## src/design/stepper_phase_shifter_pkg.sv

```systemverilog
// constants for the timer-synchronised stepping motor phase shifter
package stepper_phase_shifter_pkg;
  // register indices; byte address is four times the index
  localparam logic [7:0] IDX_TRIG_SOURCE = 8'h3A;
  localparam logic [7:0] IDX_PATTERN_0   = 8'h4C;
  localparam logic [7:0] IDX_PATTERN_1   = 8'h4D;
  localparam logic [7:0] IDX_CTRL        = 8'h4E;
  localparam int         ADR_LSB         = 2;
  localparam int         ADR_W           = 10;

  // reset values
  localparam logic [7:0] CTRL_RST        = 8'h00;
  localparam logic [7:0] PATTERN_RST     = 8'h00;
  localparam logic [7:0] TRIG_SOURCE_RST = 8'h00;

  // per-channel control nibble, channel n at bit 4*n
  localparam int CTRL_NIBBLE_W     = 4;
  localparam int CTRL_TRIG_ENABLE  = 0;
  localparam int CTRL_HALF_STEP    = 1;
  localparam int CTRL_REVERSE_DIR  = 2;
  localparam int CTRL_NIBBLE_WRITE = 3;

  // trigger source register fields
  localparam int SRC_DOUBLE_BUF = 0;
  localparam int SRC_SEL_0      = 2;
  localparam int SRC_SEL_1      = 3;
  localparam logic [7:0] TRIG_SOURCE_MASK = 8'h0D;

  // pattern register: output latch high nibble, shadow low nibble
  localparam int LATCH_LSB  = 4;
  localparam int SHADOW_LSB = 0;

  typedef enum logic [1:0] {
    TIMER_8BIT  = 2'b00,
    TIMER_16BIT = 2'b01,
    TIMER_PPG   = 2'b10,
    TIMER_PWM   = 2'b11
  } timer_mode_type;
endpackage : stepper_phase_shifter_pkg

```

## src/design/stepper_phase_shifter.sv

```systemverilog
// two-channel timer-triggered stepping motor phase shifter with wishbone registers
// Summary of operation
// - each rising trigger edge shifts the pattern one step and drives the 4-bit output latch to pins
// - direction 0 shifts phase 0 toward phase 3; direction 1 shifts the other way
// - full-step mode rotates only the latch; shadow nibble is left untouched
// - half-step mode shifts latch and shadow nibble together as one 8-bit ring
// - pulse-mode timers trigger only on cycle compare match, not duty match
// - pwm-mode source timer never produces a shift trigger
// - wide timer triggers only when its counter equals its second compare
// - mode bit 0 selects full step, 1 selects half step
// - trigger-enable bit 0 blocks triggers, 1 passes them
// - source select 0 takes the 8-bit timer pair, 1 takes the wide timer
// - the two channels run independently with own control, pattern and trigger
`timescale 1ns/1ps

module stepper_phase_shifter #(
  parameter int CHANNELS = 2
) (
  input  wire logic                                   clk_sys_i,
  input  wire logic                                   nrst_i,
  // wishbone classic slave
  input  wire logic                                   wb_cyc_i,
  input  wire logic                                   wb_stb_i,
  input  wire logic                                   wb_we_i,
  input  wire logic [stepper_phase_shifter_pkg::ADR_W-1:0] wb_adr_i,
  input  wire logic [3:0]                             wb_sel_i,
  input  wire logic [31:0]                            wb_dat_i,
  output logic      [31:0]                            wb_dat_o,
  output logic                                        wb_ack_o,
  // 8-bit timer pair per channel
  input  wire logic [CHANNELS-1:0][1:0]               timer_mode_i,
  input  wire logic [CHANNELS-1:0]                    timer_a_match_i,
  input  wire logic [CHANNELS-1:0]                    timer_b_match_i,
  input  wire logic [CHANNELS-1:0]                    flipflop_invert_enable_i,
  // wide timer, shared by both channels
  input  wire logic                                   wide_timer_match_b_i,
  input  wire logic                                   match_b_event_enable_a_i,
  input  wire logic                                   match_b_event_enable_b_i,
  // phase outputs, bit k is phase k
  output logic      [3:0]                             step_channel_0_o,
  output logic      [3:0]                             step_channel_1_o
);

  // one ring step; the half-step ring runs 4->1->5->2->6->3->7->0->4 when normal
  function automatic logic [7:0] shift_pattern(input logic [7:0] p, input logic half, input logic rev);
    logic [7:0] r;
    r = p;
    if (half) begin
      if (!rev) begin
        r = {p[3], p[2], p[1], p[0], p[6], p[5], p[4], p[7]};
      end else begin
        r = {p[0], p[3], p[2], p[1], p[7], p[6], p[5], p[4]};
      end
    end else begin
      if (!rev) begin
        r[7:4] = {p[6:4], p[7]};
      end else begin
        r[7:4] = {p[4], p[7:5]};
      end
    end
    return r;
  endfunction : shift_pattern

  // true when a register index matches the word address on the bus
  function automatic logic hit(input logic [stepper_phase_shifter_pkg::ADR_W-1:0] adr, input logic [7:0] idx);
    return adr[stepper_phase_shifter_pkg::ADR_W-1:stepper_phase_shifter_pkg::ADR_LSB] == idx;
  endfunction : hit

  logic [7:0]                ctrl_q;
  logic [7:0]                ctrl_d;
  logic [7:0]                trig_source_q;
  logic [7:0]                trig_source_d;
  logic [CHANNELS-1:0][7:0]  pattern_q;
  logic [CHANNELS-1:0][7:0]  pattern_d;
  logic [CHANNELS-1:0]       trig_prev_q;
  logic [CHANNELS-1:0]       trig_prev_d;
  logic [CHANNELS-1:0]       trig_level;
  logic                      ack_q;
  logic                      ack_d;
  logic [31:0]               rdata_q;
  logic [31:0]               rdata_d;
  logic                      bus_req;
  logic                      bus_wr;

  assign bus_req = wb_cyc_i && wb_stb_i && !ack_q;
  assign bus_wr  = bus_req && wb_we_i && wb_sel_i[0];

  // trigger path per channel
  always_comb begin
    logic       timer8_trig;
    logic       wide_trig;
    logic       src_wide;
    logic [3:0] nib;
    timer8_trig = 1'b0;
    wide_trig   = 1'b0;
    src_wide    = 1'b0;
    nib         = 4'h0;
    for (int ch = 0; ch < CHANNELS; ch++) begin
      case (stepper_phase_shifter_pkg::timer_mode_type'(timer_mode_i[ch]))
        stepper_phase_shifter_pkg::TIMER_8BIT:  timer8_trig = timer_a_match_i[ch];
        stepper_phase_shifter_pkg::TIMER_16BIT: timer8_trig = timer_a_match_i[ch] && timer_b_match_i[ch];
        stepper_phase_shifter_pkg::TIMER_PPG:   timer8_trig = timer_b_match_i[ch];
        stepper_phase_shifter_pkg::TIMER_PWM:   timer8_trig = 1'b0;
        default:                                timer8_trig = 1'b0;
      endcase
      timer8_trig = timer8_trig && flipflop_invert_enable_i[ch];
      wide_trig   = wide_timer_match_b_i && (match_b_event_enable_a_i || match_b_event_enable_b_i);
      src_wide    = (ch == 0) ? trig_source_q[stepper_phase_shifter_pkg::SRC_SEL_0]
                              : trig_source_q[stepper_phase_shifter_pkg::SRC_SEL_1];
      nib         = ctrl_q[ch*stepper_phase_shifter_pkg::CTRL_NIBBLE_W +: stepper_phase_shifter_pkg::CTRL_NIBBLE_W];
      trig_level[ch] = nib[stepper_phase_shifter_pkg::CTRL_TRIG_ENABLE]
                       && (src_wide ? wide_trig : timer8_trig);
    end
  end

  // register file and shifters
  always_comb begin
    logic [3:0] nib;
    logic [7:0] idx;
    logic [7:0] wbyte;
    nib           = 4'h0;
    idx           = 8'h00;
    wbyte         = wb_dat_i[7:0];
    ctrl_d        = ctrl_q;
    trig_source_d = trig_source_q;
    pattern_d     = pattern_q;
    trig_prev_d   = trig_level;
    ack_d         = bus_req;
    rdata_d       = 32'h0000_0000;
    for (int ch = 0; ch < CHANNELS; ch++) begin
      nib = ctrl_q[ch*stepper_phase_shifter_pkg::CTRL_NIBBLE_W +: stepper_phase_shifter_pkg::CTRL_NIBBLE_W];
      idx = (ch == 0) ? stepper_phase_shifter_pkg::IDX_PATTERN_0 : stepper_phase_shifter_pkg::IDX_PATTERN_1;
      if (trig_level[ch] && !trig_prev_q[ch]) begin
        pattern_d[ch] = shift_pattern(pattern_q[ch],
                                      nib[stepper_phase_shifter_pkg::CTRL_HALF_STEP],
                                      nib[stepper_phase_shifter_pkg::CTRL_REVERSE_DIR]);
      end
      // a write in the shift cycle wins, so software sees exactly what it loaded
      if (bus_wr && hit(wb_adr_i, idx)) begin
        if (nib[stepper_phase_shifter_pkg::CTRL_NIBBLE_WRITE]) begin
          pattern_d[ch][3:0] = wbyte[3:0];
        end else begin
          pattern_d[ch] = wbyte;
        end
      end
      if (bus_req && !wb_we_i && hit(wb_adr_i, idx)) begin
        rdata_d[7:0] = pattern_q[ch];
      end
    end
    if (bus_wr && hit(wb_adr_i, stepper_phase_shifter_pkg::IDX_CTRL)) begin
      ctrl_d = wbyte;
    end else if (bus_wr && hit(wb_adr_i, stepper_phase_shifter_pkg::IDX_TRIG_SOURCE)) begin
      trig_source_d = wbyte & stepper_phase_shifter_pkg::TRIG_SOURCE_MASK;
    end
    if (bus_req && !wb_we_i) begin
      if (hit(wb_adr_i, stepper_phase_shifter_pkg::IDX_CTRL)) begin
        rdata_d[7:0] = ctrl_q;
      end else if (hit(wb_adr_i, stepper_phase_shifter_pkg::IDX_TRIG_SOURCE)) begin
        rdata_d[7:0] = trig_source_q;
      end
    end
  end

  always_ff @(posedge clk_sys_i) begin
    if (!nrst_i) begin
      ctrl_q        <= stepper_phase_shifter_pkg::CTRL_RST;
      trig_source_q <= stepper_phase_shifter_pkg::TRIG_SOURCE_RST;
      pattern_q     <= '{default: stepper_phase_shifter_pkg::PATTERN_RST};
      trig_prev_q   <= '0;
      ack_q         <= 1'b0;
      rdata_q       <= 32'h0000_0000;
    end else begin
      ctrl_q        <= ctrl_d;
      trig_source_q <= trig_source_d;
      pattern_q     <= pattern_d;
      trig_prev_q   <= trig_prev_d;
      ack_q         <= ack_d;
      rdata_q       <= rdata_d;
    end
  end

  assign wb_ack_o         = ack_q;
  assign wb_dat_o         = rdata_q;
  assign step_channel_0_o = pattern_q[0][stepper_phase_shifter_pkg::LATCH_LSB +: 4];
  assign step_channel_1_o = pattern_q[CHANNELS-1][stepper_phase_shifter_pkg::LATCH_LSB +: 4];

endmodule : stepper_phase_shifter

```

## config.mk

```make
export PLATFORM = sky130hd
export DESIGN_NAME = stepper_phase_shifter
export DESIGN_NICKNAME = d
export VERILOG_FILES = /design/src/design/stepper_phase_shifter_pkg.sv /design/src/design/stepper_phase_shifter.sv
export SDC_FILE = /design/constraint.sdc
export NUM_CORES = 1
export LEC_CHECK = 0
export ABC_AREA = 1
export BUFFER_PORTS_ARGS = -buffer_cell sky130_fd_sc_hd__clkbuf_2
export CELL_PAD_IN_SITES_DETAIL_PLACEMENT = 1
export CELL_PAD_IN_SITES_GLOBAL_PLACEMENT = 2
export CORE_ASPECT_RATIO = 1.2
export CORE_UTILIZATION = 22
export CTS_BUF_LIST = sky130_fd_sc_hd__clkbuf_4 sky130_fd_sc_hd__clkbuf_8
export DETAILED_ROUTE_END_ITERATION = 8
export MAX_ROUTING_LAYER = met4
export PLACE_DENSITY = 0.77
export SKIP_LAST_GASP = 1
export SYNTH_ARGS = -nofsm -noshare
export SYNTH_HDL_FRONTEND = slang
export SYNTH_SLANG_ARGS = --single-unit
```

## constraint.sdc

```tcl
create_clock -name clk_sys_i -period 1.2 [get_ports clk_sys_i]
set_input_delay 0.18 -clock clk_sys_i [delete_from_list [all_inputs] [get_ports clk_sys_i]]
set_output_delay 0.18 -clock clk_sys_i [all_outputs]
set_load 0.02 [all_outputs]
```

==> flow_metrics.tcl <==
set metrics [dict create \
    vias_per_cell 4.46 \
    cts_buffers 5 \
    drt-pass1-iter-count 4 \
    route.detailed.drc 0 \
    arrival_ps 1620 \
    hold_depth 3 \
    drv_slew 0 \
    synth_area_leader_cell "dfxtp_1" \
    ios 105 \
    synthTopCellsByArea "dfxtp_1 29%, nand2_1 16%, buf_4 9.2%" \
    final_nets 586 \
    antennaDiodeCount 0 \
    hold_viol 0 \
    p_per_area_nw_per_um2 690 \
    cts.reportedPaths.clkPinSlew_ps 80 \
    hold_path_class "in -> reg" \
    final.setup.tns_ps -4760 \
    synth.cell_area_um2 2620 \
    grt_max_degree 21 \
    ys_types 23 \
    path_class "reg -> reg" \
    ys_top_cells_by_count "115 x nand2_1, 50 x inv_1, 50 x nor2_1, 41 x nand3_1, 38 x dfxtp_1" \
    dp_hpwl_um 7250 \
    area_growth_pct 42.4 \
    dp.cells 663 \
    initial_utilization_pct 22.7 \
    fmax_mhz 717 \
    path_max_fanout 7 \
    wire_per_inst_um 13.6 \
    swShare_pct 27.6 \
    synthFlopType "dfxtp_1" \
    fin_cells 680 \
    tightestPinTransition_ps 552 \
    die_w_um 102 \
    ys_seq_area_share_pct 29.0 \
    worst-endpoint-required_ps 1430 \
    ff2ff_path_depth 7 \
    rsz0062_at_grt "true" \
    power_frac_seq_pct 49.0 \
    syn_inst 427 \
    ant_nets 0 \
    ir_drop_v 0.000452 \
    maxCapViolCount 0 \
    async_reset_ff_share_pct 0 \
    clock_path_buffers 2 \
    synth_edf_count 0 \
    skew_ps 2.60 \
    p_sw_mw 0.711 \
    cp-start-kind "flop" \
    root_buffer "clkbuf_8" \
    grt_pass1_wl_um 14800 \
    fp-row-count 43 \
    fin_crit_sh_pct 116 \
    finalWorstSetupSlack_ps -195 \
    grt.overflow.total 0 \
    core-area_um2 11600 \
    place.gp.congestion 0.849 \
    period_minus_slack_ps 1400 \
    grt_usage_pct 15.9 \
    cp-end-kind "flop" \
    dr_total_vias 3030 \
    postCtsHoldBufs 0 \
    synth.avg_cell_area_um2 6.14 \
    drt_iter0_markers 71 \
    synth_top_area_share_pct 29.0 \
    io_buffers 51 \
    clk_latency_ps 290 \
    dieArea_um2 12400 \
    ys.warnings.count 0 \
    wl_um 9220 \
    synth_seq_cells 38 \
    cts_tree "yes" \
    cell_internal_pwr_mw 1.87 \
    antenna_found_initial 0 \
    htreeDepth 2 \
    die_h_um 122 \
    power_frac_comb_pct 13.2 \
    clkPwrFrac_pct 37.8 \
    dp_slack_ps -367 \
    clock_sinks 38 \
    max_slew_margin_pct 63.2 \
    outcome "finished with violations" \
    finalSetupViolCount 35 \
    leakage_nw 1.88 \
    synth.most_common_cell "nand2_1" \
    violations "setup timing" \
    layout-drive-gt1-share_pct 37.3 \
    grt_pass1_vias 3073 \
]
## stage by stage
stage	hold WS, ps	utilization, %	instance area (um2)	power [mW]
3_3_place_gp	454	28.3	3270	1.59
2_1_floorplan	315	-	2740	1.51
5_1_grt	199	32.3	3740	2.69
3_5_place_dp	464	28.3	3270	1.59
4_1_cts	182	30.5	3530	2.59
6_report	181	32.3	3740	2.58
## cells by family after synthesis
kind of cell | after synthesis | synth area share, %
other | 1 | 0.143
DFF | 38 | 29.0
and+or+nand+nor | 234 | 40.2
AOI/OAI and AO/OA | 59 | 11.9
buffers and inverters | 95 | 18.8
## final timing paths
| path | start | slack [ps] | to |
|---|---|---|---|
| min | wb_dat_i[7] | 180 | step_channel_0_o[3] |
| min reg2reg | trig_source_q[0] | 470 | trig_source_q[0] |
| max reg2reg | wb_ack_o | -200 | ctrl_q[5] |
| max | wb_ack_o | -200 | ctrl_q[5] |
## worst max-delay path, stage by stage (launching register included)
cell and delay [ps]:
dfxtp_2 330, inv_2 60, nand3_4 110, nor2_8 170, inv_1 90, nor2_4 150
clkinvlp_4 230, a21oi_2 200
## power by group through the flow
| stage | Combinational [mW] | Sequential (mW) | Clock (mW) |
|---|---|---|---|
| finish | 0.340 | 1.26 | 0.975 |
| detailed placement | 0.301 | 1.29 | 0 |
| global placement | 0.294 | 1.29 | 0 |
| global route | 0.370 | 1.26 | 1.06 |
| floorplan | 0.211 | 1.29 | 0 |
| CTS | 0.319 | 1.26 | 1.01 |
## registers in the layout, summed over array words and instances, names as in the netlist
name / flops
ctrl_q: 8
pattern_q: 8
step_channel_1_o: 4
wb_dat_o: 8
wb_ack_o: 1
step_channel_0_o: 4
trig_prev_q: 2
trig_source_q: 3
## layer usage
layer  vias up  GRT usage [%]  routed length [um]
li1       1505              -                   -
met1      1462           17.2                3830
met2        49           30.4                5030
met3        14           1.38                 170
met4         0           4.35                 182
met5         -              -                   0
## area by class of cell
cell class,instances,area [um2]
multi-input cells,317,1740
repair buffers,109,746
clock inverters,1,5.00
flip-flops and latches,38,766
repair inverters,1,7.51
clock buffers,7,90.1
fillers,1481,7830
well taps,157,196
inverters,50,190
## timing repair
action	CTS	global route
gates cloned	2	1
resized for setup	47	54
pin swaps	20	17
setup buffers	2	4
endpoints found under the setup margin	32	37
endpoints found under the hold margin	0	0
## cells in the final DEF, fill, tap and decap left out, types with 6 or more instances in the layout
| cell | n |
|---|---|
| conb_1 | 24 |
| o21ai_2 | 8 |
| a21oi_2 | 11 |
| nand2_4 | 8 |
| inv_1 | 46 |
| nand4_1 | 11 |
| nand2_1 | 98 |
| clkbuf_2 | 51 |
| o21ai_0 | 20 |
| dfxtp_1 | 34 |
| clkbuf_8 | 6 |
| nor2_1 | 40 |
| nand2_2 | 10 |
| nand3_1 | 36 |
| buf_6 | 8 |
| nand3_2 | 10 |
| buf_4 | 48 |
| o21ai_1 | 8 |
| nor2_2 | 9 |
No activity file was read; power rests on OpenSTA's default activity.
